## config.mk

```make
export PLATFORM = sky130hd
export DESIGN_NAME = irl_top
export DESIGN_NICKNAME = d
export VERILOG_FILES = /design/src/pkg/irl_pkg.sv /design/src/pkg/irl_if.sv /design/src/design/irl_latch.sv /design/src/design/irl_axil_slave.sv /design/src/design/irl_top.sv
export SDC_FILE = /design/constraint.sdc
export NUM_CORES = 1
export LEC_CHECK = 0
export BUFFER_PORTS_ARGS = -buffer_cell sky130_fd_sc_hd__buf_2
export CORE_MARGIN = 4
export CORE_UTILIZATION = 41
export DETAILED_ROUTE_END_ITERATION = 16
export PLACE_DENSITY_LB_ADDON = 0.08
export SLEW_MARGIN = 5
export SYNTH_ARGS = -nofsm -noshare
export SYNTH_HDL_FRONTEND = slang
export SYNTH_SLANG_ARGS = --single-unit
```

## constraint.sdc

```tcl
create_clock -name aclk -period 2.2 [get_ports aclk]
set_input_delay 0.33 -clock aclk [delete_from_list [all_inputs] [get_ports aclk]]
set_output_delay 0.33 -clock aclk [all_outputs]
set_load 0.01 [all_outputs]
```

## src/pkg/irl_pkg.sv

```systemverilog
// Purpose: Shared constants of the interrupt request latch block
// Assumes: 32-bit AXI4-Lite register bus, 8-bit registers in the low lane
// Notes:   Byte address of a register is four times its index
package irl_pkg;
  // ***********************************************************
  // Widths
  // ***********************************************************
  localparam int unsigned REG_W = 8;
  localparam int unsigned ADDR_W = 16;
  localparam int unsigned DATA_W = 32;
  localparam int unsigned VEC_W = 4;
  localparam int unsigned EVT_W = 3;
  // ***********************************************************
  // Register indices
  // ***********************************************************
  localparam logic [13:0] IDX_REQ_FIRST = 14'h0FC0;
  localparam logic [13:0] IDX_CTRL = 14'h0FC1;
  localparam logic [13:0] IDX_PSEL = 14'h0FC2;
  localparam logic [13:0] IDX_REQ_SECOND = 14'h0FC3;
  localparam logic [13:0] IDX_STATUS = 14'h0FC4;
  localparam logic [13:0] IDX_MASK = 14'h0FC5;
  // ***********************************************************
  // Fields and reset values
  // ***********************************************************
  localparam int unsigned CTRL_IEN_BIT = 0;
  localparam int unsigned EVT_REQ_FIRST = 0;
  localparam int unsigned EVT_REQ_SECOND = 1;
  localparam int unsigned EVT_ACK = 2;
  localparam logic [7:0] RST_REQ = 8'h00;
  localparam logic [7:0] RST_PSEL = 8'h00;
  localparam logic [2:0] RST_MASK = 3'h0;
  localparam logic [2:0] RST_STATUS = 3'h0;
  localparam logic [1:0] RESP_OKAY = 2'h0;
  localparam logic [1:0] RESP_SLVERR = 2'h2;
endpackage

```

## src/pkg/irl_if.sv

```systemverilog
// Purpose: Carriers between the top and its latch and bus modules
// Assumes: One clock domain
// Notes:   Modports name the side that owns the state
`timescale 1ns/10ps
`default_nettype none
// ***********************************************************
// Request latch carrier
// ***********************************************************
interface irl_lat_if #(parameter int unsigned W = 8);
  logic [W-1:0] hw_set;
  logic [W-1:0] ack_clr;
  logic [W-1:0] wr_data;
  logic wr_en;
  logic [W-1:0] value;
  modport owner (input hw_set, ack_clr, wr_data, wr_en, output value);
  modport user (output hw_set, ack_clr, wr_data, wr_en, input value);
endinterface
// ***********************************************************
// Register access carrier
// ***********************************************************
interface irl_reg_if;
  logic wr_en;
  logic [15:0] wr_addr;
  logic [31:0] wr_data;
  logic [3:0] wr_strb;
  logic wr_err;
  logic rd_en;
  logic [15:0] rd_addr;
  logic [31:0] rd_data;
  logic rd_err;
  modport slave (output wr_en, wr_addr, wr_data, wr_strb, rd_en, rd_addr,
                 input wr_err, rd_data, rd_err);
  modport regs (input wr_en, wr_addr, wr_data, wr_strb, rd_en, rd_addr,
                output wr_err, rd_data, rd_err);
endinterface
`default_nettype wire

```

## src/design/irl_latch.sv

```systemverilog
// Purpose: One request latch register
// Assumes: Set pulses last one clock
// Notes:   Hardware set beats both write and acknowledge
`timescale 1ns/10ps
`default_nettype none
module irl_latch #(
  parameter int unsigned W = 8
) (
  input wire logic aclk,
  input wire logic aresetn,
  irl_lat_if.owner lat
);
  typedef struct packed {
    logic [W-1:0] bits;
  } irl_lat_state_t;
  irl_lat_state_t st_r;
  irl_lat_state_t st_nxt;

  // ***********************************************************
  // Next value
  // ***********************************************************
  always_comb begin
    st_nxt = st_r;
    if (lat.wr_en) begin
      st_nxt.bits = lat.wr_data;
    end
    st_nxt.bits = st_nxt.bits & ~lat.ack_clr;
    st_nxt.bits = st_nxt.bits | lat.hw_set;
  end

  // Register, cleared on reset
  always_ff @(posedge aclk) begin
    if (!aresetn) begin
      st_r.bits <= W'(irl_pkg::RST_REQ);
    end else begin
      st_r <= st_nxt;
    end
  end

  assign lat.value = st_r.bits;

  a_set_wins_all: assert property (
    @(posedge aclk) disable iff (!aresetn)
    (lat.hw_set != '0) |=> ((lat.value & $past(lat.hw_set)) == $past(lat.hw_set)))
    else $error("request pulse lost");
endmodule // irl_latch
`default_nettype wire

```

## src/design/irl_axil_slave.sv

```systemverilog
// Purpose: AXI4-Lite slave front end
// Assumes: One write and one read outstanding at most
// Notes:   Response two edges after both write halves, read one edge after
`timescale 1ns/10ps
`default_nettype none
module irl_axil_slave (
  input wire logic aclk,
  input wire logic aresetn,
  input wire logic [15:0] awaddr,
  input wire logic awvalid,
  output logic awready,
  input wire logic [31:0] wdata,
  input wire logic [3:0] wstrb,
  input wire logic wvalid,
  output logic wready,
  output logic [1:0] bresp,
  output logic bvalid,
  input wire logic bready,
  input wire logic [15:0] araddr,
  input wire logic arvalid,
  output logic arready,
  output logic [31:0] rdata,
  output logic [1:0] rresp,
  output logic rvalid,
  input wire logic rready,
  irl_reg_if.slave rb
);
  typedef struct packed {
    logic aw_got;
    logic w_got;
    logic [15:0] addr;
    logic [31:0] data;
    logic [3:0] strb;
    logic bvalid;
    logic [1:0] bresp;
    logic rvalid;
    logic [31:0] rdata;
    logic [1:0] rresp;
    logic awready;
    logic wready;
    logic arready;
  } irl_axi_state_t;
  irl_axi_state_t st_r;
  irl_axi_state_t st_nxt;

  // Held halves go out as one write strobe
  assign rb.wr_en = st_r.aw_got && st_r.w_got && !st_r.bvalid;
  assign rb.wr_addr = st_r.addr;
  assign rb.wr_data = st_r.data;
  assign rb.wr_strb = st_r.strb;
  assign rb.rd_en = arvalid && st_r.arready;
  assign rb.rd_addr = araddr;

  // ***********************************************************
  // Channel handling
  // ***********************************************************
  always_comb begin
    st_nxt = st_r;
    if (awvalid && st_r.awready) begin
      st_nxt.aw_got = 1'b1;
      st_nxt.addr = awaddr;
    end
    if (wvalid && st_r.wready) begin
      st_nxt.w_got = 1'b1;
      st_nxt.data = wdata;
      st_nxt.strb = wstrb;
    end
    if (st_r.bvalid && bready) begin
      st_nxt.bvalid = 1'b0;
    end
    if (rb.wr_en) begin
      st_nxt.aw_got = 1'b0;
      st_nxt.w_got = 1'b0;
      st_nxt.bvalid = 1'b1;
      st_nxt.bresp = rb.wr_err ? irl_pkg::RESP_SLVERR : irl_pkg::RESP_OKAY;
    end
    if (st_r.rvalid && rready) begin
      st_nxt.rvalid = 1'b0;
    end
    if (rb.rd_en) begin
      st_nxt.rvalid = 1'b1;
      st_nxt.rdata = rb.rd_data;
      st_nxt.rresp = rb.rd_err ? irl_pkg::RESP_SLVERR : irl_pkg::RESP_OKAY;
    end
    // Readies are flops so that no AXI channel output is combinational
    st_nxt.awready = !st_nxt.aw_got && !st_nxt.bvalid;
    st_nxt.wready = !st_nxt.w_got && !st_nxt.bvalid;
    st_nxt.arready = !st_nxt.rvalid;
  end

  always_ff @(posedge aclk) begin
    if (!aresetn) begin
      st_r <= '0;
    end else begin
      st_r <= st_nxt;
    end
  end

  assign awready = st_r.awready;
  assign wready = st_r.wready;
  assign bvalid = st_r.bvalid;
  assign bresp = st_r.bresp;
  assign arready = st_r.arready;
  assign rvalid = st_r.rvalid;
  assign rdata = st_r.rdata;
  assign rresp = st_r.rresp;

  a_write_resp_next: assert property (
    @(posedge aclk) disable iff (!aresetn)
    rb.wr_en |=> bvalid ##0 (bresp == $past(rb.wr_err ? 2'h2 : 2'h0)))
    else $error("write response missing");
endmodule // irl_axil_slave
`default_nettype wire

```

## src/design/irl_top.sv

```systemverilog
// Purpose: Interrupt request latches with global enable and vector out
// Assumes: Request sources are on aclk and pulse for one cycle
// Notes:   Fixed priority, first register bit 7 highest
//
// Local design decision: the AXI4-Lite interface to the registers.
`timescale 1ns/10ps
`default_nettype none
// Operation
// - Registers show pending requests, no watchdog
// - Request pulse sets first register bit
// - Enabled: pending request goes to core
// - Disabled: pending bits stay readable
// - First register bits timer2 down to converter
// - First register index FC0, clears on reset
// - Pin request sets second register bit
// - Per pin, port A or D only
// - Second register index FC3, clears on reset
// - Acknowledge or written zero clears bit
// - Written one raises, acknowledge clears
// - Enable set and cleared by listed events
module irl_top (
  input wire logic aclk,
  input wire logic aresetn,
  input wire logic [15:0] s_axi_awaddr,
  input wire logic s_axi_awvalid,
  output logic s_axi_awready,
  input wire logic [31:0] s_axi_wdata,
  input wire logic [3:0] s_axi_wstrb,
  input wire logic s_axi_wvalid,
  output logic s_axi_wready,
  output logic [1:0] s_axi_bresp,
  output logic s_axi_bvalid,
  input wire logic s_axi_bready,
  input wire logic [15:0] s_axi_araddr,
  input wire logic s_axi_arvalid,
  output logic s_axi_arready,
  output logic [31:0] s_axi_rdata,
  output logic [1:0] s_axi_rresp,
  output logic s_axi_rvalid,
  input wire logic s_axi_rready,
  input wire logic timer_two_request,
  input wire logic timer_one_request,
  input wire logic timer_zero_request,
  input wire logic uart_zero_receive_request,
  input wire logic uart_zero_transmit_request,
  input wire logic two_wire_unit_request,
  input wire logic serial_periph_unit_request,
  input wire logic converter_request,
  input wire logic [7:0] port_a_pin_request,
  input wire logic [7:0] port_d_pin_request,
  input wire logic core_enable_insn,
  input wire logic core_disable_insn,
  input wire logic core_trap,
  input wire logic core_iret,
  input wire logic core_ack,
  input wire logic [3:0] core_ack_vector,
  output logic core_irq,
  output logic [3:0] core_irq_vector,
  output logic irq
);
  // ***********************************************************
  // State and carriers
  // ***********************************************************
  typedef struct packed {
    logic ien;
    logic [7:0] psel;
    logic [2:0] mask;
    logic [2:0] status;
    logic core_irq;
    logic [3:0] core_vec;
    logic irq;
  } irl_top_state_t;
  irl_top_state_t st_r;
  irl_top_state_t st_nxt;

  irl_lat_if #(.W(irl_pkg::REG_W)) lat_first ();
  irl_lat_if #(.W(irl_pkg::REG_W)) lat_second ();
  irl_reg_if rb ();

  logic [7:0] first_src;
  logic [7:0] second_src;
  logic [15:0] pend;
  logic [15:0] ack_clr;
  logic [13:0] wr_idx;
  logic [13:0] rd_idx;
  logic wr_go;
  logic [7:0] wr_byte;

  // Highest pending wins; index 0 is first register bit 7
  function automatic logic [3:0] irl_pick(input logic [15:0] p);
    logic [3:0] v;
    v = 4'h0;
    for (int i = 0; i < 16; i++) begin
      if (p[i]) begin
        v = 4'(15 - i);
      end
    end
    return v;
  endfunction

  // Decoded index is valid for the registers this block owns
  function automatic logic irl_mapped(input logic [13:0] idx);
    return (idx == irl_pkg::IDX_REQ_FIRST) || (idx == irl_pkg::IDX_CTRL) ||
           (idx == irl_pkg::IDX_PSEL) || (idx == irl_pkg::IDX_REQ_SECOND) ||
           (idx == irl_pkg::IDX_STATUS) || (idx == irl_pkg::IDX_MASK);
  endfunction

  // ***********************************************************
  // Submodules
  // ***********************************************************
  irl_axil_slave u_bus (
    .aclk(aclk),
    .aresetn(aresetn),
    .awaddr(s_axi_awaddr),
    .awvalid(s_axi_awvalid),
    .awready(s_axi_awready),
    .wdata(s_axi_wdata),
    .wstrb(s_axi_wstrb),
    .wvalid(s_axi_wvalid),
    .wready(s_axi_wready),
    .bresp(s_axi_bresp),
    .bvalid(s_axi_bvalid),
    .bready(s_axi_bready),
    .araddr(s_axi_araddr),
    .arvalid(s_axi_arvalid),
    .arready(s_axi_arready),
    .rdata(s_axi_rdata),
    .rresp(s_axi_rresp),
    .rvalid(s_axi_rvalid),
    .rready(s_axi_rready),
    .rb(rb.slave)
  );

  irl_latch #(.W(irl_pkg::REG_W)) u_req_first (
    .aclk(aclk),
    .aresetn(aresetn),
    .lat(lat_first.owner)
  );

  irl_latch #(.W(irl_pkg::REG_W)) u_req_second (
    .aclk(aclk),
    .aresetn(aresetn),
    .lat(lat_second.owner)
  );

  // ***********************************************************
  // Request sources
  // ***********************************************************
  // source to bit order
  assign first_src = {timer_two_request, timer_one_request, timer_zero_request,
                      uart_zero_receive_request, uart_zero_transmit_request,
                      two_wire_unit_request, serial_periph_unit_request,
                      converter_request};
  // one port per pin by select
  assign second_src = (port_a_pin_request & ~st_r.psel) |
                      (port_d_pin_request & st_r.psel);
  // sources pulse, so no edge detect
  assign lat_first.hw_set = first_src;
  assign lat_second.hw_set = second_src;

  assign pend = {lat_first.value, lat_second.value};
  assign ack_clr = core_ack ? (16'h8000 >> core_ack_vector) : 16'h0000;
  assign lat_first.ack_clr = ack_clr[15:8];
  assign lat_second.ack_clr = ack_clr[7:0];

  // ***********************************************************
  // Register writes and reads
  // ***********************************************************
  // Only byte lane 0 carries register data
  assign wr_idx = rb.wr_addr[15:2];
  assign rd_idx = rb.rd_addr[15:2];
  assign wr_go = rb.wr_en && rb.wr_strb[0];
  assign wr_byte = rb.wr_data[7:0];
  assign rb.wr_err = rb.wr_en && !irl_mapped(wr_idx);
  assign rb.rd_err = rb.rd_en && !irl_mapped(rd_idx);

  assign lat_first.wr_en = wr_go && (wr_idx == irl_pkg::IDX_REQ_FIRST);
  assign lat_second.wr_en = wr_go && (wr_idx == irl_pkg::IDX_REQ_SECOND);
  assign lat_first.wr_data = wr_byte;
  assign lat_second.wr_data = wr_byte;

  // pending bits readable whatever the enable
  always_comb begin
    rb.rd_data = 32'h0000_0000;
    case (rd_idx)
      irl_pkg::IDX_REQ_FIRST: rb.rd_data[7:0] = lat_first.value;
      irl_pkg::IDX_CTRL: rb.rd_data[irl_pkg::CTRL_IEN_BIT] = st_r.ien;
      irl_pkg::IDX_PSEL: rb.rd_data[7:0] = st_r.psel;
      irl_pkg::IDX_REQ_SECOND: rb.rd_data[7:0] = lat_second.value;
      irl_pkg::IDX_STATUS: rb.rd_data[2:0] = st_r.status;
      irl_pkg::IDX_MASK: rb.rd_data[2:0] = st_r.mask;
      default: rb.rd_data = 32'h0000_0000;
    endcase
  end

  // ***********************************************************
  // Enable, vector and interrupt state
  // ***********************************************************
  always_comb begin
    st_nxt = st_r;
    // set by enable or return, write sets or clears
    if (core_enable_insn || core_iret) begin
      st_nxt.ien = 1'b1;
    end
    if (wr_go && (wr_idx == irl_pkg::IDX_CTRL)) begin
      st_nxt.ien = wr_byte[irl_pkg::CTRL_IEN_BIT];
    end
    // disable, trap and acknowledge win, safer
    if (core_disable_insn || core_trap || core_ack) begin
      st_nxt.ien = 1'b0;
    end
    if (wr_go && (wr_idx == irl_pkg::IDX_PSEL)) begin
      st_nxt.psel = wr_byte;
    end
    if (wr_go && (wr_idx == irl_pkg::IDX_MASK)) begin
      st_nxt.mask = wr_byte[2:0];
    end
    // Status is write one to clear; a new event wins over the clear
    if (wr_go && (wr_idx == irl_pkg::IDX_STATUS)) begin
      st_nxt.status = st_nxt.status & ~wr_byte[2:0];
    end
    st_nxt.status[irl_pkg::EVT_REQ_FIRST] =
      st_nxt.status[irl_pkg::EVT_REQ_FIRST] | (|first_src);
    st_nxt.status[irl_pkg::EVT_REQ_SECOND] =
      st_nxt.status[irl_pkg::EVT_REQ_SECOND] | (|second_src);
    st_nxt.status[irl_pkg::EVT_ACK] = st_nxt.status[irl_pkg::EVT_ACK] | core_ack;
    st_nxt.irq = |(st_nxt.status & st_nxt.mask);
    // forward while enabled; the acked bit is dropped at once
    st_nxt.core_irq = st_nxt.ien && (|(pend & ~ack_clr));
    st_nxt.core_vec = irl_pick(pend & ~ack_clr);
  end

  always_ff @(posedge aclk) begin
    if (!aresetn) begin
      st_r.ien <= 1'b0;
      st_r.psel <= irl_pkg::RST_PSEL;
      st_r.mask <= irl_pkg::RST_MASK;
      st_r.status <= irl_pkg::RST_STATUS;
      st_r.core_irq <= 1'b0;
      st_r.core_vec <= 4'h0;
      st_r.irq <= 1'b0;
    end else begin
      st_r <= st_nxt;
    end
  end

  assign core_irq = st_r.core_irq;
  assign core_irq_vector = st_r.core_vec;
  assign irq = st_r.irq;

  // ***********************************************************
  // Checks
  // ***********************************************************
  a_first_set_bit: assert property (
    @(posedge aclk) disable iff (!aresetn)
    (first_src != 8'h00) |=> ((lat_first.value & $past(first_src)) == $past(first_src)))
    else $error("first register missed a request");

  a_port_select_only: assert property (
    @(posedge aclk) disable iff (!aresetn)
    (!lat_second.wr_en && (port_d_pin_request & ~st_r.psel) != 8'h00 &&
     (port_a_pin_request & ~st_r.psel) == 8'h00) |=>
    ((lat_second.value & ~$past(lat_second.value) & ~$past(st_r.psel)) == 8'h00))
    else $error("deselected port raised a request");

  a_second_pin_set: assert property (
    @(posedge aclk) disable iff (!aresetn)
    ((port_a_pin_request & ~st_r.psel) != 8'h00) |=>
    ((lat_second.value & $past(port_a_pin_request & ~st_r.psel)) ==
     $past(port_a_pin_request & ~st_r.psel)))
    else $error("second register missed a pin request");

  a_vector_forward: assert property (
    @(posedge aclk) disable iff (!aresetn)
    (st_r.ien && pend != 16'h0000 && !core_ack && !core_disable_insn &&
     !core_trap && !(wr_go && wr_idx == irl_pkg::IDX_CTRL)) |=> core_irq)
    else $error("enabled request not forwarded");

  a_disabled_quiet: assert property (
    @(posedge aclk) disable iff (!aresetn)
    (!st_r.ien && !core_ack && !lat_first.wr_en) [*2] |->
    (!core_irq && ((lat_first.value & $past(lat_first.value)) == $past(lat_first.value))))
    else $error("polled request lost or forwarded");

  a_vector_order: assert property (
    @(posedge aclk) disable iff (!aresetn)
    (core_irq && lat_first.value[7] && $past(lat_first.value[7])) |-> (core_irq_vector == 4'h0))
    else $error("timer two not highest");

  a_ack_clears: assert property (
    @(posedge aclk) disable iff (!aresetn)
    (core_ack && (ack_clr & {first_src, second_src}) == 16'h0000 &&
     !lat_first.wr_en && !lat_second.wr_en) |=>
    ((pend & $past(ack_clr)) == 16'h0000) && !st_r.ien)
    else $error("acknowledge did not clear");

  a_sw_write_val: assert property (
    @(posedge aclk) disable iff (!aresetn)
    (lat_first.wr_en && first_src == 8'h00 && ack_clr[15:8] == 8'h00) |=>
    (lat_first.value == $past(wr_byte)))
    else $error("software write not stored");

  a_reset_clears: assert property (
    @(posedge aclk)
    !aresetn |=> (pend == 16'h0000 && !st_r.ien && !core_irq && !irq))
    else $error("reset did not clear");

  a_enable_sets: assert property (
    @(posedge aclk) disable iff (!aresetn)
    ((core_enable_insn || core_iret) && !core_disable_insn && !core_trap &&
     !core_ack && !(wr_go && wr_idx == irl_pkg::IDX_CTRL)) |=> st_r.ien)
    else $error("enable instruction ignored");

  a_second_write_val: assert property (
    @(posedge aclk) disable iff (!aresetn)
    (lat_second.wr_en && second_src == 8'h00 && ack_clr[7:0] == 8'h00) |=>
    (lat_second.value == $past(wr_byte)))
    else $error("second register write not stored");

  a_disable_clears: assert property (
    @(posedge aclk) disable iff (!aresetn)
    (core_disable_insn || core_trap) |=> (!st_r.ien && !core_irq))
    else $error("disable or trap left enable set");

  a_pin_d_set: assert property (
    @(posedge aclk) disable iff (!aresetn)
    ((port_d_pin_request & st_r.psel) != 8'h00) |=>
    ((lat_second.value & $past(port_d_pin_request & st_r.psel)) ==
     $past(port_d_pin_request & st_r.psel)))
    else $error("selected port D pin missed");

  a_ack_drops_irq: assert property (
    @(posedge aclk) disable iff (!aresetn)
    core_ack |=> !core_irq)
    else $error("core request stayed up after acknowledge");

  a_status_sticky: assert property (
    @(posedge aclk) disable iff (!aresetn)
    !(wr_go && wr_idx == irl_pkg::IDX_STATUS) |=>
    ((st_r.status & $past(st_r.status)) == $past(st_r.status)))
    else $error("status bit dropped without a clear");
endmodule // irl_top
`default_nettype wire

```

# Yosys cells after proc, flatten, opt, wreduce, memory -nomap -nowiden
# Cells that the tools add are included.
[word_totals] reg_bits=81 latch_bits=0 ramBits=0 mem_bits_ro=0 input_bits=108 out_inout_bits=47 wordCells=139 mem_count=0
[op_classes] addsub=0 mul=0 n_div=0 order_cmp=0 n_eq_ne=12 shifts=1 muxes=35 bitwise_logic=19 n_reduce_logical=47
[ops] cell="equality test 14 x 12 -> 1 bit, second input constant" n=12
[ops] cell="two-way mux 35 bit" n=1
[ops] cell="AND 8 bit" n=4
[ops] cell="two-way mux 4 bit" n=8
[ops] cell="NOT 8 bit" n=3
[ops] cell="OR 8 bit" n=3
[ops] cell="two-way mux 3 bit" n=7
[ops] cell="logical AND 1 bit" n=19
[ops] cell="AND 16 bit" n=1
[ops] cell="two-way mux 16 bit" n=1
[ops] cell="two-way mux 8 bit" n=2
[ops] cell="NOT 16 bit" n=1
[ops] cell="OR reduction 16 bit" n=1
[ops] cell="OR reduction 8 bit" n=2
[ops] cell=">> shifter 16 x 4 -> 16 bit, first input constant" n=1
[ops] cell="one-hot mux 5 bit (3 select lines)" n=1
[ops] cell="logical OR 1 bit" n=13
[ops] cell="two-way mux 2 bit" n=5
[ops] cell="one-hot mux 2 bit (5 select lines)" n=1
[ops] cell="OR reduction 9 bit" n=1
[ops] cell="two-way mux 1 bit" n=8
[ops] cell="logical NOT 1 bit" n=7
[ops] cell="AND 3 bit" n=2
[ops] cell="one-hot mux 1 bit (6 select lines)" n=1
[ops] cell="6 further kinds" n=9

# Longest topological paths before layout
[depth] depth_word=19 depth_mapped=8 ltp_nobuf=6

# Modules after synthesis
# A second synthesis with hierarchy kept.
[unflattened] hier_cells=827 area_unflattened_um2=6999.2
[modules_own_cells] mod="irl_axil_slave" instances=1 cells_per_inst=503 area_each_um2=4370.4 seq_area_each_um2=1861.8
[modules_own_cells] mod="irl_top" instances=1 cells_per_inst=240 area_each_um2=1863.0 seq_area_each_um2=420.4
[modules_own_cells] mod="irl_latch" instances=2 cells_per_inst=42 area_each_um2=382.9 seq_area_each_um2=160.2

# Least setup slack after synthesis
# OpenSTA, ideal clock, no wires.
[synth_path] path_kind="register to register" start="reg u_bus.st_r, in the netlist u_bus.bvalid" end="reg, netlist name core_irq" setup_ns=0.074 arrival_time_ns=1.879 required_ns=2.126 setup_slack_ns=0.247 path_stages_with_launch=7 n_path_buf=0 synth_period_minus_slack_ns=1.953 cell_sequence="dfxtp_1 > nand3b_1 > nor4_4 > nand4b_1 > mux2i_1 > or4_1 > a31oi_1"
[synth_via] elab_chain_len=7
[synth_lines] element="start: declaration" line="irl_axil_slave.sv:43" rtl="irl_axi_state_t st_r;"
[synth_lines] element="start signal: assignment" line="irl_axil_slave.sv:95" rtl="st_r <= st_nxt;"
[synth_lines] element="logical NOT 1 bit" line="irl_axil_slave.sv:47" rtl="assign rb.wr_en = st_r.aw_got && st_r.w_got && !st_r.bvalid;"
[synth_lines] element="logical AND 1 bit" line="irl_axil_slave.sv:47"
[synth_lines] element="logical AND 1 bit" line="irl_top.sv:172" rtl="assign wr_go = rb.wr_en && rb.wr_strb[0];"
[synth_lines] element="logical AND 1 bit" line="irl_top.sv:205" rtl="if (wr_go && (wr_idx == irl_pkg::IDX_CTRL)) begin"
[synth_lines] element="two-way mux 1 bit" line="irl_top.sv:205"
[synth_lines] element="two-way mux 1 bit" line="irl_top.sv:209" rtl="if (core_disable_insn || core_trap || core_ack) begin"
[synth_lines] element="logical AND 1 bit" line="irl_top.sv:229" rtl="st_nxt.core_irq = st_nxt.ien && (|(pend & ~ack_clr));"
# Every way passes these cells.
# A chain may end at the register's enable or synchronous reset.

# Worst setup path after layout
[layout_path] start="reg u_bus.st_r, in the netlist u_bus.rb.wr_addr[13]" end="reg st_r[14] (netlist bit)"
[layout_via] elab_chain_len=2
[layout_lines] element="equality test 14 x 12 -> 1 bit" line="irl_top.sv:212" rtl="if (wr_go && (wr_idx == irl_pkg::IDX_PSEL)) begin"
[layout_lines] element="logical AND 1 bit" line="irl_top.sv:212"
[layout_lines] element="end signal: assignment" line="irl_top.sv:243" rtl="st_r <= st_nxt;"
[layout_lines] element="end: declaration" line="irl_top.sv:73" rtl="irl_top_state_t st_r;"
# Every way passes these cells.

==> impl_metrics.yaml <==
grt:
  grt_pass1_wl_um: 17120
  overflow: 0
  antenna_found_initial: 0
  grt_pass1_vias: 3340
  globalRouteTotalUtil_pct: 18.98
  grt_max_degree: 55
sta:
  whs_ps: 211.1
  fin_crit_sh_pct: 92.98
  finalSetupViolations: 0
  layout_setup_ws_ps: 154.4
  slew_viol_final: 0
  rsz0062_at_grt: "no"
  timing.fmax_ghz: 0.4888
  hold_viol: 0
  period_minus_slack_ps: 2046
  clock_skew_ps: 10.48
  slew_headroom_pct: 61.96
  tns_ps: 0
  tightestPinTransition_ps: 570.7
yosys:
  ys_seq_area_share_pct: 38.38
  synth_area_mm2: 0.004016
  async_reset_ff_share_pct: 0
  ys.flop_type: "dfxtp_1"
  synth_area_leaders: "dfxtp_1, buf_4, nand2_1, mux2i_1, a21oi_1"
  synth_edf_count: 0
  synth_commonest_cells: "nand2_1, dfxtp_1, a21oi_1"
  synth_most_common_cell: "nand2_1"
  yosys_warnings: 0
  synthCells: 474
  ys_types: 54
  ys_seq_elements: 77
  synth_area_per_cell_um2: 8.473
  synth_top_area_share_pct: 38.38
  synth_top_cell_by_area: "dfxtp_1"
floorplan:
  dieArea_mm2: 0.01144
  die_w_um: 107.0
  die_h_um: 107.0
  start_util_pct: 42.86
  io_pins: 155
  core_area_mm2: 0.009371
  std_cell_rows: 35
power_and_ir_drop:
  leakagePower_nw: 1.993
  irDropWorstVdd_mv: 0.3059
  power.density_mw_per_mm2: 638.4
final_layout:
  fillers: 942
  diodes: 0
  nNetsFinal: 667
  drive_above_1_share_pct: 26.42
  syn_to_final_growth_pct: 16.26
critical_path:
  cp_slowest_cell: "or3b_4"
  r2r_slack_ps: 150
  endpoint_kind: "flip-flop"
  worstPathMaxFanout: 8
  worst_path_most_repeated_cell: "buf_4"
  cp_cell_sequence: "or3b_4 -> nor4_4 -> buf_4 -> and4b_1 -> nor2b_1 -> buf_4 -> mux2i_2 -> nor2_1"
  r2r_start: "u_bus.rb.wr_addr[13]"
  r2r_end: "st_r[14]"
  reg2reg_depth: 8
  critPathKind: "reg2reg"
  worstPathRequired_ps: 2430
  cp-start-kind: "flip-flop"
  slowest_delay_ps: 390
  crit_arrival_ps: 2270
clocking:
  cts_tree: "done"
  root_buffer: "clkbuf_8"
  clock_path_buffers: 2
  cts.clk_slew.worst_paths_ps: 80
  h-tree-depth: 3
  clock_sinks: 77
  insertion_delay_ps: 350
  cts_made_buffers: 9
routing:
  drtIter0Drc: 133
  postRouteWirelength_um: 10700
  vias: 3585
  ant_nets: 0
  wl_per_cell_um: 15.44
  vias_per_cell: 5.173
  drt_drc_violations_left: 0
  dr.pass1.iters: 4
job:
  max-cap-violations: 0
placement:
  dp_slack_ps: 147.3
  dp_hpwl_um: 8333
  io_buffers: 97
  gp_congestion: 0.8864
worst_hold_path:
  hold_class: "in2reg"
  min_from: "timer_two_request"
  hold_path_end: "u_req_first.lat.value[7]"
  hold_depth: 3
status:
  outcome: "completed"
[per-layer routing]
metal | track usage [%] | vias to the layer above | part of all wire (%)
li1 | - | 1811 | -
met1 | 27.17 | 1631 | 47
met2 | 27.88 | 127 | 43
met3 | 4.034 | 14 | 7.2
met4 | 7.215 | 2 | 1.8
met5 | 0 | - | 0.35
[how the worst max path moves through the flow]
stage                               startpoint                        to  cells after the start
final                     u_bus.rb.wr_addr[13]                  st_r[14]                      8
after global routing      u_bus.rb.wr_addr[13]                  st_r[18]                      8
after CTS                 u_bus.rb.wr_addr[13]  u_req_first.lat.value[4]                      7
after detailed placement  u_bus.rb.wr_addr[13]  u_req_first.lat.value[4]                      7
after global placement            u_bus.bvalid                  core_irq                      6
after floorplan                   u_bus.bvalid                  core_irq                      6
[what timing repair did]
action,in CTS,in global routing
setup endpoints to repair,0,3
setup buffers,0,1
hold buffers,0,0
gates resized for setup,0,2
[critical path: cells and delay by family, from the launching register on]
kind	cells	cell delay, ps
buf+inv	2	400
mux	1	250
flops	1	330
simple gates	5	940
[registers in the layout, summed over array words and instances, names as in the netlist]
name	flops
u_bus.rresp	1
u_req_first.lat.value	8
u_bus.rdata	8
u_bus.bvalid	1
u_bus.rb.wr_data	8
u_bus.rb.wr_strb	1
u_bus.rvalid	1
u_bus.arready	1
u_bus.rb.wr_addr	14
u_bus.bresp	1
core_irq	1
core_irq_vector	4
u_req_second.lat.value	8
u_bus.st_r	2
u_bus.awready	1
st_r	15
irq	1
u_bus.wready	1
[cells in the final DEF, fill, tap and decap left out, types with 12 or more instances in the layout]
master,netlist,routed
dfxtp_1,77,77
nand2_1,78,78
buf_2,3,97
mux2i_1,25,24
buf_4,41,13
clkbuf_8,0,12
mux2_2,16,16
a21oi_1,42,42
conb_1,1,26
nor2_1,33,33
[layout make-up]
class | instances | area, um^2 | area share (%)
Tap cell | 129 | 161.4 | 3.457
Timing Repair Buffer | 110 | 583.1 | 12.49
Sequential cell | 77 | 1541 | 33.01
Clock buffer | 12 | 165.2 | 3.537
Clock inverter | 4 | 31.28 | 0.6699
Inverter | 4 | 15.01 | 0.3215
Multi-Input combinational cell | 357 | 2172 | 46.52
[stage by stage]
step | instances | power [mW] | cell area, um^2 | utilization [%]
floorplan | 499 | 1.850 | 4110 | -
CTS | 692 | 3.007 | 4649 | 49.61
detailed placement | 676 | 1.982 | 4453 | 47.52
global placement | 676 | 1.976 | 4453 | 47.52
finish | 693 | 2.981 | 4669 | 49.83
global route | 693 | 3.150 | 4669 | 49.83
[kinds of logic after synthesis]
family	Yosys count	share of synthesized area, %
mux	42	11.28
compound gates	101	16.48
flops	77	38.38
other cells	1	0.09337
buf+inv	65	10.19
simple gates	188	23.58
[where the power goes]
| group | switching [mW] | internal (mW) | leakage, nW |
|---|---|---|---|
| sequential | 0.0707 | 1.46 | 0.632 |
| combinational | 0.236 | 0.181 | 1.27 |
| clock | 0.526 | 0.504 | 0.0908 |
Power figures use the tool's default switching activity.
